## src/rtl/cmtc_defs.vh

```
// Constants for the coding-mode transition controller
`ifndef CMTC_DEFS_VH
`define CMTC_DEFS_VH

// Coding core codes
`define CMTC_CORE_PRED       2'h0
`define CMTC_CORE_TCX        2'h1
`define CMTC_CORE_HQ         2'h2

// Bit-rate codes
`define CMTC_RATE_7K2        3'h0
`define CMTC_RATE_8K0        3'h1
`define CMTC_RATE_9K6        3'h2
`define CMTC_RATE_13K2       3'h3
`define CMTC_RATE_16K4       3'h4
`define CMTC_RATE_24K4       3'h5
`define CMTC_RATE_32K        3'h6
`define CMTC_RATE_64K        3'h7

// Transition mode one-hot codes
`define CMTC_MODE_NONE       3'h0
`define CMTC_MODE_ONE        3'h1
`define CMTC_MODE_TWO        3'h2
`define CMTC_MODE_THREE      3'h4

// Transform sampling rate codes and rates in Hz
`define CMTC_SR_12K8         2'h0
`define CMTC_SR_16K          2'h1
`define CMTC_SR_25K6         2'h2
`define CMTC_SR_32K          2'h3
`define CMTC_HZ_12K8         12800
`define CMTC_HZ_16K          16000
`define CMTC_HZ_25K6         25600
`define CMTC_HZ_32K          32000

// Window timing in microseconds
`define CMTC_FRAME_US        20000
`define CMTC_RISE_US         1250
`define CMTC_FOLD_US         625
`define CMTC_LONG_US         25000
`define CMTC_US_PER_S        1000000

// Q15 values
`define CMTC_Q15_ONE         16'h7fff
`define CMTC_TILT_Q15        16'h2666
`define CMTC_TILT_ZERO       16'h0000
`define CMTC_Q15_SHIFT       15

// Recurrence seeds: sin(d/2), sin(3d/2), 2cos(d), d = pi/(2*Nt), Q24
// Q24 keeps drift under one output LSB; Q15 state drifts by tens of LSB
`define CMTC_S0_12K8         32'h000c8fb3
`define CMTC_S1_12K8         32'h00259021
`define CMTC_K_12K8          32'h01fd88da
`define CMTC_S0_16K          32'h000a0cee
`define CMTC_S1_16K          32'h001e16ee
`define CMTC_K_16K           32'h01fe6bf3
`define CMTC_S0_25K6         32'h00064855
`define CMTC_S1_25K6         32'h0012d521
`define CMTC_K_25K6          32'h01ff621e
`define CMTC_S0_32K          32'h000506b7
`define CMTC_S1_32K          32'h000f1228
`define CMTC_K_32K           32'h01ff9af3
`define CMTC_SINE_FRAC       24
`define CMTC_SINE_DROP       9

// Count widths
`define CMTC_CNT_W           10
`define CMTC_CNT_ZERO        10'h000
`define CMTC_CNT_ONE         10'h001

`endif

```

## src/rtl/cmtc_sine_gen.v

```verilog
// Rising sine window generator using a second-order recurrence
`timescale 1ns/1ps
`include "cmtc_defs.vh"
module cmtc_sine_gen (
   // Clock and reset
   input  wire        clk,
   input  wire        arst_n,
   // Control
   input  wire        load,
   input  wire        adv,
   input  wire [1:0]  sr_sel,
   // Window sample
   output wire [15:0] coef
);

   reg  signed [31:0] cur_s;     // Sample n, Q24
   reg  signed [31:0] nxt_s;     // Sample n+1, Q24
   reg  signed [31:0] k_coef;    // Twice cosine of step, Q24
   reg  signed [31:0] seed0;     // Chosen first seed
   reg  signed [31:0] seed1;     // Chosen second seed
   reg  signed [31:0] seedk;     // Chosen multiplier
   wire signed [63:0] prod;      // Full product
   wire signed [63:0] prod_q;    // Product back in Q24
   wire signed [31:0] next_s;    // Next recurrence value
   wire signed [31:0] cur_q15;   // Sample n in Q15

   // Seed select per transform rate
   always @* begin
      case (sr_sel)
         `CMTC_SR_12K8: begin
            seed0 = `CMTC_S0_12K8;
            seed1 = `CMTC_S1_12K8;
            seedk = `CMTC_K_12K8;
         end
         `CMTC_SR_16K: begin
            seed0 = `CMTC_S0_16K;
            seed1 = `CMTC_S1_16K;
            seedk = `CMTC_K_16K;
         end
         `CMTC_SR_25K6: begin
            seed0 = `CMTC_S0_25K6;
            seed1 = `CMTC_S1_25K6;
            seedk = `CMTC_K_25K6;
         end
         default: begin
            seed0 = `CMTC_S0_32K;
            seed1 = `CMTC_S1_32K;
            seedk = `CMTC_K_32K;
         end
      endcase
   end

   // sin((n+2)d) = 2cos(d) sin((n+1)d) - sin(nd); avoids a large table
   assign prod    = k_coef * nxt_s;
   assign prod_q  = prod >>> `CMTC_SINE_FRAC;
   assign next_s  = prod_q[31:0] - cur_s;
   assign cur_q15 = cur_s >>> `CMTC_SINE_DROP;

   // Recurrence state
   always @(posedge clk or negedge arst_n) begin
      if (!arst_n) begin
         cur_s  <= 32'h00000000;
         nxt_s  <= 32'h00000000;
         k_coef <= 32'h00000000;
      end else if (load) begin
         cur_s  <= seed0;
         nxt_s  <= seed1;
         k_coef <= seedk;
      end else if (adv) begin
         cur_s  <= nxt_s;
         nxt_s  <= next_s;
      end
   end

   // Truncate to Q15 and clamp; drift stays under one LSB over 40 steps
   assign coef = (cur_q15 > $signed({16'h0000, `CMTC_Q15_ONE})) ? `CMTC_Q15_ONE :
                 (cur_q15[31] ? 16'h0000 : cur_q15[15:0]);

endmodule

```

## src/rtl/cmtc_ctrl.v

```verilog
// Frame-level controller for transform/predictive core transitions
//
// Overview of operation
// (RL1) Hq to predictive at listed rates: mode one
// (RL2) Tcx to predictive at 9.6/16.4/24.4: mode two
// (RL3) Hq to predictive at 16.4/24.4: mode three
// (RL4) Update predictive memories before encoding starts
// (RL5) Mode one clears synthesis, emphasis, excitation memories
// (RL6) Mode one presets coefficients, pairs, gain memories
// (RL7) Mode one forces transient coding type
// (RL8) Mode one codes one end set, all subframes
// (RL9) Mode two reuses memories; 9.6 recomputes unweighted
// (RL10) Mode two refreshes memories from internal decoder
// (RL11) Mode three resets state, tilt factor 0.3
// (RL12) Mode three uses non-predictive safety-net quantization
// (RL13) Mode three copies current end values to previous
// (RL14) Predictive to tcx: fold 0.625ms earlier, 25ms
// (RL15) Right window half keeps its normal shape
// (RL16) Left half: unit over frame, 1.25ms sine rise
// (RL17) Rise length 0.00125*rate, sine at n+0.5
// (RL18) Registered previous core, updated each frame boundary
`timescale 1ns/1ps
`include "cmtc_defs.vh"
module cmtc_ctrl (
   // Clock and reset
   input  wire        CLK,
   input  wire        ARST_N,
   // Frame sequencing
   input  wire        FRAME_START,
   input  wire [1:0]  CUR_CORE,
   input  wire [2:0]  RATE,
   input  wire [1:0]  SR_SEL,
   input  wire [1:0]  RIGHT_SHAPE_IN,
   // Transition decision
   output reg  [2:0]  TRANS_MODE,
   output reg  [1:0]  PREV_CORE,
   // Predictive memory operations, one-cycle strobes
   output reg         CLR_RESAMP_MEM,
   output reg         CLR_EMPH_MEM,
   output reg         CLR_SYNTH_MEM,
   output reg         CLR_EXC_MEM,
   output reg         PRESET_LPC_MEM,
   output reg         PRESET_GAIN_MEM,
   output reg         REUSE_QUANT_MEM,
   output reg         RECOMP_UNWEIGHTED,
   output reg         REFRESH_FROM_DEC,
   output reg         RESET_STATE,
   output reg         COPY_END_LSF,
   // Frame-long coding controls
   output reg         FORCE_TRANSIENT,
   output reg         SINGLE_LPC_SET,
   output reg         SAFETY_NET,
   output reg  [15:0] TILT_FACTOR,
   // Transform window controls
   output reg         LONG_TRANSFORM,
   output reg  [9:0]  FOLD_SHIFT,
   output reg  [1:0]  RIGHT_SHAPE,
   output reg         WIN_VALID,
   output reg  [15:0] WIN_COEF,
   // Encoding go
   output reg         ENC_GO
);

   // One-hot states
   localparam [4:0] ST_IDLE   = 5'h01;
   localparam [4:0] ST_DECIDE = 5'h02;
   localparam [4:0] ST_MEMOP  = 5'h04;
   localparam [4:0] ST_WIN    = 5'h08;
   localparam [4:0] ST_GO     = 5'h10;

   reg  [4:0]  state;            // Current state
   reg  [4:0]  next_state;       // Next state
   reg  [1:0]  cur_core;         // Core of this frame
   reg  [2:0]  rate;             // Rate of this frame
   reg  [1:0]  sr_sel;           // Transform rate of this frame
   reg  [2:0]  next_mode;        // Decoded transition mode
   reg  [9:0]  rise_len;         // Sine samples in this frame
   reg  [9:0]  frame_len;        // Unit samples in this frame
   reg  [9:0]  win_cnt;          // Window sample counter
   reg         in_rise;          // Window still in sine part
   reg         sine_load;        // Seed the sine generator
   reg         sine_adv;         // Step the sine generator
   wire [15:0] sine_coef;        // Current sine sample

   // Samples for a span at a transform rate
   function [9:0] span_len;
      input [1:0]  sel;
      input [31:0] us;
      reg   [31:0] hz;
      reg   [31:0] samples;
      begin
         case (sel)
            `CMTC_SR_12K8: hz = `CMTC_HZ_12K8;
            `CMTC_SR_16K:  hz = `CMTC_HZ_16K;
            `CMTC_SR_25K6: hz = `CMTC_HZ_25K6;
            default:       hz = `CMTC_HZ_32K;
         endcase
         samples  = (hz * us) / `CMTC_US_PER_S;
         span_len = samples[9:0];
      end
   endfunction

   // Transition mode from previous core, current core and rate
   function [2:0] pick_mode;
      input [1:0] prv;
      input [1:0] cur;
      input [2:0] rt;
      begin
         pick_mode = `CMTC_MODE_NONE;
         if (cur == `CMTC_CORE_PRED && prv == `CMTC_CORE_HQ) begin
            case (rt)
               `CMTC_RATE_16K4,
               `CMTC_RATE_24K4: pick_mode = `CMTC_MODE_THREE;  // RL3
               default:         pick_mode = `CMTC_MODE_ONE;    // RL1
            endcase
         end else if (cur == `CMTC_CORE_PRED && prv == `CMTC_CORE_TCX) begin
            case (rt)
               `CMTC_RATE_13K2,
               `CMTC_RATE_32K:  pick_mode = `CMTC_MODE_ONE;    // RL1
               default:         pick_mode = `CMTC_MODE_TWO;    // RL2
            endcase
         end
      end
   endfunction

   // Sine rise generator
   cmtc_sine_gen u_sine (
      .clk    (CLK),
      .arst_n (ARST_N),
      .load   (sine_load),
      .adv    (sine_adv),
      .sr_sel (sr_sel),
      .coef   (sine_coef)
   );

   // Frame capture and previous core register
   always @(posedge CLK or negedge ARST_N) begin
      if (!ARST_N) begin
         cur_core  <= `CMTC_CORE_PRED;
         PREV_CORE <= `CMTC_CORE_PRED;
         rate      <= `CMTC_RATE_7K2;
         sr_sel    <= `CMTC_SR_12K8;
      end else if (FRAME_START && state == ST_IDLE) begin
         PREV_CORE <= cur_core;  // RL18
         cur_core  <= CUR_CORE;
         rate      <= RATE;
         sr_sel    <= SR_SEL;
      end
   end

   // Mode decode from the registered cores
   always @* begin
      next_mode = pick_mode(PREV_CORE, cur_core, rate);  // RL18
   end

   // State sequencing
   always @* begin
      next_state = state;
      case (state)
         ST_IDLE:   if (FRAME_START) next_state = ST_DECIDE;
         ST_DECIDE: begin
            // Predictive after transform: memories first
            if (next_mode != `CMTC_MODE_NONE)
               next_state = ST_MEMOP;  // RL4
            else if (cur_core == `CMTC_CORE_TCX && PREV_CORE == `CMTC_CORE_PRED)
               next_state = ST_WIN;
            else
               next_state = ST_GO;
         end
         ST_MEMOP:  next_state = ST_GO;  // RL4
         ST_WIN:    if (!in_rise && win_cnt == `CMTC_CNT_ONE) next_state = ST_GO;
         ST_GO:     next_state = ST_IDLE;
         default:   next_state = ST_IDLE;
      endcase
   end

   // State register
   always @(posedge CLK or negedge ARST_N) begin
      if (!ARST_N)
         state <= ST_IDLE;
      else
         state <= next_state;
   end

   // Mode and frame-long coding controls
   always @(posedge CLK or negedge ARST_N) begin
      if (!ARST_N) begin
         TRANS_MODE      <= `CMTC_MODE_NONE;
         FORCE_TRANSIENT <= 1'b0;
         SINGLE_LPC_SET  <= 1'b0;
         SAFETY_NET      <= 1'b0;
         TILT_FACTOR     <= `CMTC_TILT_ZERO;
      end else if (state == ST_DECIDE) begin
         TRANS_MODE      <= next_mode;
         // No past excitation, so no adaptive codebook
         FORCE_TRANSIENT <= (next_mode == `CMTC_MODE_ONE);  // RL7
         // Previous coefficients absent: one end set for all subframes
         SINGLE_LPC_SET  <= (next_mode == `CMTC_MODE_ONE);  // RL8
         SAFETY_NET      <= (next_mode == `CMTC_MODE_THREE);  // RL12
         if (next_mode == `CMTC_MODE_THREE)
            TILT_FACTOR <= `CMTC_TILT_Q15;  // RL11
         else
            TILT_FACTOR <= `CMTC_TILT_ZERO;
      end
   end

   // Memory operation strobes, one cycle after the memory state
   always @(posedge CLK or negedge ARST_N) begin
      if (!ARST_N) begin
         CLR_RESAMP_MEM    <= 1'b0;
         CLR_EMPH_MEM      <= 1'b0;
         CLR_SYNTH_MEM     <= 1'b0;
         CLR_EXC_MEM       <= 1'b0;
         PRESET_LPC_MEM    <= 1'b0;
         PRESET_GAIN_MEM   <= 1'b0;
         REUSE_QUANT_MEM   <= 1'b0;
         RECOMP_UNWEIGHTED <= 1'b0;
         REFRESH_FROM_DEC  <= 1'b0;
         RESET_STATE       <= 1'b0;
         COPY_END_LSF      <= 1'b0;
      end else begin
         CLR_RESAMP_MEM    <= state == ST_MEMOP && TRANS_MODE == `CMTC_MODE_ONE;  // RL5
         CLR_EMPH_MEM      <= state == ST_MEMOP && TRANS_MODE == `CMTC_MODE_ONE;  // RL5
         CLR_SYNTH_MEM     <= state == ST_MEMOP && TRANS_MODE == `CMTC_MODE_ONE;  // RL5
         CLR_EXC_MEM       <= state == ST_MEMOP && TRANS_MODE == `CMTC_MODE_ONE;  // RL5
         PRESET_LPC_MEM    <= state == ST_MEMOP && TRANS_MODE == `CMTC_MODE_ONE;  // RL6
         PRESET_GAIN_MEM   <= state == ST_MEMOP && TRANS_MODE == `CMTC_MODE_ONE;  // RL6
         REUSE_QUANT_MEM   <= state == ST_MEMOP && TRANS_MODE == `CMTC_MODE_TWO;  // RL9
         // Weighted coefficients were quantized only at this rate
         RECOMP_UNWEIGHTED <= state == ST_MEMOP && TRANS_MODE == `CMTC_MODE_TWO
                              && rate == `CMTC_RATE_9K6;  // RL9
         REFRESH_FROM_DEC  <= state == ST_MEMOP && TRANS_MODE == `CMTC_MODE_TWO;  // RL10
         RESET_STATE       <= state == ST_MEMOP && TRANS_MODE == `CMTC_MODE_THREE;  // RL11
         COPY_END_LSF      <= state == ST_MEMOP && TRANS_MODE == `CMTC_MODE_THREE;  // RL13
      end
   end

   // Window geometry for the predictive-to-transform frame
   always @(posedge CLK or negedge ARST_N) begin
      if (!ARST_N) begin
         LONG_TRANSFORM <= 1'b0;
         FOLD_SHIFT     <= `CMTC_CNT_ZERO;
         RIGHT_SHAPE    <= 2'h0;
         rise_len       <= `CMTC_CNT_ZERO;
         frame_len      <= `CMTC_CNT_ZERO;
      end else if (state == ST_DECIDE) begin
         LONG_TRANSFORM <= (cur_core == `CMTC_CORE_TCX && PREV_CORE == `CMTC_CORE_PRED);  // RL14
         if (cur_core == `CMTC_CORE_TCX && PREV_CORE == `CMTC_CORE_PRED)
            FOLD_SHIFT <= span_len(sr_sel, `CMTC_FOLD_US);  // RL14
         else
            FOLD_SHIFT <= `CMTC_CNT_ZERO;
         // Right half passes through untouched
         RIGHT_SHAPE    <= RIGHT_SHAPE_IN;  // RL15
         rise_len       <= span_len(sr_sel, `CMTC_RISE_US);  // RL17
         frame_len      <= span_len(sr_sel, `CMTC_FRAME_US);  // RL16
      end
   end

   // Sine generator control, combinational from the state and rise flag
   always @* begin
      sine_load = (state == ST_DECIDE);
      sine_adv  = (state == ST_WIN) && in_rise;
   end

   // Left-half window stream: sine rise, then unit weight to the border
   always @(posedge CLK or negedge ARST_N) begin
      if (!ARST_N) begin
         win_cnt   <= `CMTC_CNT_ZERO;
         in_rise   <= 1'b0;
         WIN_VALID <= 1'b0;
         WIN_COEF  <= 16'h0000;
      end else if (state == ST_DECIDE) begin
         win_cnt   <= span_len(sr_sel, `CMTC_RISE_US);  // RL17
         in_rise   <= 1'b1;
         WIN_VALID <= 1'b0;
      end else if (state == ST_WIN) begin
         WIN_VALID <= 1'b1;
         if (in_rise) begin
            WIN_COEF <= sine_coef;  // RL17
            if (win_cnt == `CMTC_CNT_ONE) begin
               in_rise <= 1'b0;
               win_cnt <= frame_len;  // RL16
            end else begin
               win_cnt <= win_cnt - `CMTC_CNT_ONE;
            end
         end else begin
            WIN_COEF <= `CMTC_Q15_ONE;  // RL16
            win_cnt  <= win_cnt - `CMTC_CNT_ONE;
         end
      end else begin
         WIN_VALID <= 1'b0;
      end
   end

   // Encoder go after memories and window are settled
   always @(posedge CLK or negedge ARST_N) begin
      if (!ARST_N)
         ENC_GO <= 1'b0;
      else
         ENC_GO <= (state == ST_GO);  // RL4
   end

endmodule

```

## config.mk

```make
export PLATFORM = sky130hd
export DESIGN_NAME = cmtc_ctrl
export DESIGN_NICKNAME = d
export VERILOG_FILES = /design/src/rtl/cmtc_sine_gen.v /design/src/rtl/cmtc_ctrl.v
export VERILOG_INCLUDE_DIRS = /design/src /design/src/rtl
export SDC_FILE = /design/constraint.sdc
export NUM_CORES = 2
export LEC_CHECK = 0
export ABC_AREA = 1
export BUFFER_PORTS_ARGS = -buffer_cell sky130_fd_sc_hd__buf_2
export CORE_MARGIN = 2
export CORE_UTILIZATION = 55
export CTS_BUF_LIST = sky130_fd_sc_hd__clkbuf_4 sky130_fd_sc_hd__clkbuf_8 sky130_fd_sc_hd__clkbuf_16
export CTS_CLUSTER_SIZE = 24
export DETAILED_ROUTE_END_ITERATION = 8
export GPL_TIMING_DRIVEN = 1
export PLACE_DENSITY_LB_ADDON = 0.3
export SYNTH_ARGS = -nofsm -noshare
export SYNTH_HDL_FRONTEND = slang
export SYNTH_SLANG_ARGS = --single-unit
```

## constraint.sdc

```tcl
create_clock -name CLK -period 7.65 [get_ports CLK]
set_input_delay 1.53 -clock CLK [delete_from_list [all_inputs] [get_ports CLK]]
set_output_delay 1.53 -clock CLK [all_outputs]
set_load 0.02 [all_outputs]
```

# ---- Word level (Yosys, flattened, before mapping)
# Cells that the tools add are included.
dict set report classes {
  bitwise_logic 1
  magnitude_cmp 1
  mul 4
  add_sub_neg 2
  n_mux 35
  n_reduce_logical 21
  n_div 3
  eq_ne 23
}
# op count
set op_table {}
lappend op_table {{$mux W32} 7}
lappend op_table {{$div A32 B20 Y32 const B} 3}
lappend op_table {{$pmux W22 S3} 1}
lappend op_table {{$pmux W20 S3} 1}
lappend op_table {{$mul A26 B32 Y56} 1}
lappend op_table {{$pmux W18 S3} 1}
lappend op_table {{$mux W10} 5}
lappend op_table {{$mux W16} 3}
lappend op_table {{$pmux W15 S3} 1}
lappend op_table {{$mul A32 B10 Y27 const B} 1}
lappend op_table {{$mul A32 B10 Y31 const B} 1}
lappend op_table {{$mul A32 B10 Y32 const B} 1}
lappend op_table {{$sub A32 B32 Y32} 1}
lappend op_table {{$gt A23 B16 Y1 const B} 1}
lappend op_table {{$mux W5} 4}
lappend op_table {{$pmux W5 S4} 1}
lappend op_table {{$eq A3 B3 Y1 const B} 5}
lappend op_table {{$mux W14} 1}
lappend op_table {{$eq A10 B1 Y1 const B} 1}
lappend op_table {{$logic_and A1 B1 Y1} 10}
lappend op_table {{$sub A10 B1 Y10 const B} 1}
lappend op_table {{$eq A3 B2 Y1 const B} 3}
lappend op_table {{$eq A2 B1 Y1 const B} 3}
lappend op_table {{$eq A3 B1 Y1 const B} 2}
lappend op_table {{other kinds (17)} 31}
dict set report totals {
  in_bits 12
  reg_bits 174
}

# ---- Longest topological paths before layout
dict set report logic_depth {
  depth_word 8
  ltp_mapped 50
}

# ---- Modules after synthesis
# Synthesis repeated with hierarchy kept, for this count alone.
dict set report unflattened {
  cells_unflattened 4616
  area_unflattened_um2 36308.6
}
# module n_inst area_per_inst_um2 cells_each
set by_module_without_submodules {}
lappend by_module_without_submodules {cmtc_sine_gen 1 31941.9 4051}
lappend by_module_without_submodules {cmtc_ctrl 1 4366.7 565}

# ---- Worst setup path before layout
# OpenSTA, ideal clock, no wires.
dict set report synth_timing {
  path_kind {reg-to-reg}
  from {register u_sine.k_coef[4]}
  to {register u_sine.nxt_s[28]}
  path_stages_with_launch 44
  path_slack_ps -574
  t_arrival_ps 8107
  path_cell_list {dfrtp_1 > clkbuf_1 > clkbuf_1 > nand2_1 > inv_1 > fa_1 > fa_1 > fa_1 > inv_1 > fa_1 > inv_1 > fa_1 > inv_1 > fa_1 > inv_1 > fa_1 > ha_1 > nand2_1 > [8 not listed] > o21ai_1 > xor2_1 > ha_1 > nand2_1 > o21ai_0 > a21oi_2 > o21ai_1 > a21oi_1 > inv_1 > nand2_1 > nand2_1 > a21boi_1 > o21ai_1 > nand2_1 > nand2_1 > nand2_1 > nand3_1 > nand2_1}
}
dict set report synth_via {
  elab_chain_len 4
}
# element line
set synth_lines {}
lappend synth_lines {{from (decl)} cmtc_sine_gen.v:18} ;# reg signed [31:0] k_coef;
lappend synth_lines {{from (signal assigned)} cmtc_sine_gen.v:68} ;# k_coef <= seedk;
lappend synth_lines {{$mul A26 B32 Y56} cmtc_sine_gen.v:54} ;# assign prod = k_coef * nxt_s;
lappend synth_lines {{$sub A32 B32 Y32} cmtc_sine_gen.v:56} ;# assign next_s = prod_q[31:0] - cur_s;
lappend synth_lines {{$mux W32} cmtc_sine_gen.v:69} ;# end else if (adv) begin
lappend synth_lines {{$mux W32} cmtc_sine_gen.v:65} ;# end else if (load) begin
lappend synth_lines {{to (signal assigned)} cmtc_sine_gen.v:71} ;# nxt_s <= next_s;
lappend synth_lines {{to (decl)} cmtc_sine_gen.v:17} ;# reg signed [31:0] nxt_s;
# No other way between the ends. The select of a mux whose other input is x is not followed.
# A chain may end at the register's enable or synchronous reset.

# ---- Worst setup path after layout
dict set report layout_timing {
  from {register u_sine.k_coef[4]}
  to {register u_sine.nxt_s[30]}
}
# Same word-level chain as after synthesis.

==> results.txt <==
post-detail-place hpwl - 82300 um
r2r setup slk - -0.75 ns
Setup WS post-layout - -0.749 ns
CTS tree - done
Worst Path Max Fanout - 10
Hold Path Sink - PRESET_GAIN_MEM$_DFF_PN0_
post-route cell area - 40900 um2
CP required - 7.99 ns
row count - 90
GRT overflow - 0
reg-to-reg startpoint - u_sine.k_coef[4]$_DFFE_PN0P_
Worst-Skew Late Latency - 0.45 ns
Area Overhead vs Synth - 22.6%
Post-route DRC - 0
hold slack - 0.456 ns
Ports - 78
Pre-Repair DR Iteration Count - 6
Setup violations, final - 25
IO buf count - 65
CP Launch Type - flip-flop
Worst-Margin Slew - 1.09 ns
CTS HTree Levels - 4
Clk pin slew, worst setup/hold paths - 0.08 ns
Synth warnings - 0
Register-to-Register Path Depth - 42
Post-synth ARST share - 100%
kind of critical path - flip-flop to flip-flop
Routed Antenna Nets - 0
TritonCTS Buffers - 17
commonest non-fill, non-tap cell in the layout - inv_1
synthesized area - 33400 um2
max-slew violations - 0
CTS Sinks - 145
Post-Synthesis Cells - 3806
largest net degree at the start of global routing - 75
Avg Cell Area, Syn - 8.76 um2
Initial Util - 55.5%
r2r endpoint - u_sine.nxt_s[30]$_DFFE_PN0P_
drt wl/cell - 18.6 um
Vias/cell - 5.22
hold_sp - TRANS_MODE[2]$_DFFE_PN0P_
Multi-input gate area - 25900 um2
failing checks - negative setup slack
Die Area - 62600 um2
Hold Buf Count CTS - 0
Tmin final - 8.40 ns
count of different cell masters after synthesis - 55
RSZ-0062 raised after global routing - yes
CP max stage cell - fa_1
gr usage total - 32.4%
vias in the first global route - 28800
Hold Vio Cnt, Final - 0
Fmax - 0.119 GHz
hold path cells - 1
Layout Cells excl Fill - 5171
Synth Flop Type - dfrtp_1
1st-iter DRT viols - 2167
Die H - 250 um
final-stage net count - 5392
slowest cell delay on critical path - 0.56 ns
first-pass GRT wire length - 157000 um
initial antenna violation count - 0
status - finished with violations
Clock Tree Buf Depth - 2
Vias - 27000
CTS root buffer - clkbuf_16
Antenna diodes - 0
Fin Setup TNS - -11.55 ns
Worst Hold Class - flip-flop to flip-flop
Placed Area - 39000 um2
number of flops mapped to enable cells by yosys - 0
final WL - 96200 um
Critical Path AT - 8.74 ns
core area - 60100 um2
Synth Register Bits - 145
Sequential Area - 3650 um2
Die Span X - 250 um
Crit. End Element - flip-flop
Tcrit/Tclk final - 110%
relative slew slack - 27.0%
gpl congestion - 0.975
Placed Instances - 5094
share of cells above drive strength 1 - 21.5%
clk_skew - 0.0193 ns
fillers - 4727
Seq/Total Area, Yosys - 10.9%
most frequent cells in the layout - inv_1, fa_1, nand2_1, buf_4, ha_1
max-cap violation count - 0
most used cell, CP - nand2_1
==> final cells by class <==
class / count / share of cell area (%)
Multi-Input combinational cell: 2408 / 63.3
Clock inverter: 15 / 0.453
Sequential cell: 145 / 8.92
Inverter: 1133 / 10.5
Timing Repair Buffer: 671 / 13.4
Tap cell: 782 / 2.39
Clock buffer: 17 / 1.04
==> logic make-up (layout without fill, tap and decap cells) <==
kind of cell             Yosys count  after routing  synth area share, %
AND/OR/NAND/NOR                  943            943                 11.3
buffers and inverters           1265           1836                 14.6
XOR/XNOR                          71             71                 1.86
flip-flops                       145            145                 10.9
AO/OA/AOI/OAI                    377            377                 6.41
other                              1             13               0.0112
adder cells (fa/ha/maj)         1004           1004                 54.9
==> metrics by stage <==
stage	worst slack (ns)	utilization [%]
after CTS	-0.671	67.2
after global routing	-1.09	68.0
final	-0.749	68.0
after global placement	-1.01	64.9
after detailed placement	-1.02	64.9
after floorplan	-0.310	-
==> worst max-delay path, delay by kind of cell, from the launching register on <==
family | cells | cell delay [ns]
fa+ha+maj | 9 | 3.96
flops | 1 | 0.44
compound gates | 10 | 1.45
buf+inv | 9 | 1.21
xor+xnor | 1 | 0.17
simple gates | 13 | 1.04
==> flip-flops by register name, indices dropped and copies added, names as in the netlist, 2 cells and up <==
name / cells
u_sine.nxt_s: 32
win_cnt: 10
u_sine.k_coef: 11
FOLD_SHIFT: 7
TRANS_MODE: 3
frame_len: 8
cur_core: 2
PREV_CORE: 2
u_sine.cur_s: 32
pick_mode.rt: 3
RIGHT_SHAPE: 2
sr_sel: 2
WIN_COEF: 16
state: 5
==> synth_stat cells (all sizes together) (4+ instances only) <==
master,n,area [um2]
fa,767,15400
nand4,17,106
clkbuf,83,312
a21o,4,30.0
o21ai,141,713
o22ai,14,87.6
xor2,41,359
dfrtp,144,3600
nor4,10,75.1
nand3,39,195
o31ai,4,30.0
nor2,150,586
nor3,11,60.1
nand3b,4,30.0
o21bai,6,45.0
buf,49,313
xnor2,30,263
o21a,6,45.0
a22oi,4,30.0
a211oi,4,30.0
nand2,707,2680
o211ai,15,113
inv,1132,4250
o221ai,9,78.8
or2,5,31.3
a21oi,141,721
ha,237,2970
a31oi,17,106
==> routing by layer <==
metal	global-route usage (%)	vias up	share of wire, %
li1	-	12200	-
met1	46.3	13400	42
met2	51.5	1170	47
met3	6.00	188	8.7
met4	8.21	0	2.8
met5	0	-	0
==> worst max path at each step <==
stage	startpoint	endpoint	slack, ns	depth (start not counted)
2_1_floorplan	u_sine.k_coef[4]$_DFFE_PN0P_	u_sine.nxt_s[30]$_DFFE_PN0P_	-0.31	45
3_3_place_gp	u_sine.nxt_s[14]$_DFFE_PN0P_	u_sine.nxt_s[30]$_DFFE_PN0P_	-1.01	42
3_5_place_dp	u_sine.nxt_s[15]$_DFFE_PN0P_	u_sine.nxt_s[30]$_DFFE_PN0P_	-1.02	40
4_1_cts	u_sine.k_coef[4]$_DFFE_PN0P_	u_sine.nxt_s[31]$_DFFE_PN0P_	-0.67	35
5_1_grt	u_sine.nxt_s[7]$_DFFE_PN0P_	u_sine.nxt_s[28]$_DFFE_PN0P_	-1.09	45
6_report	u_sine.k_coef[4]$_DFFE_PN0P_	u_sine.nxt_s[30]$_DFFE_PN0P_	-0.75	42
==> timing repair <==
action / CTS / global route
buffers inserted: 35 / 11
hold endpoints to repair: 0 / 0
gates resized for setup: 125 / 111
pin swaps: 63 / 38
endpoints found under the setup margin: 26 / 30
Power is left out: the tool's default activity adds up to more than one toggle a clock period on the data nets, which glitch-free logic cannot reach.
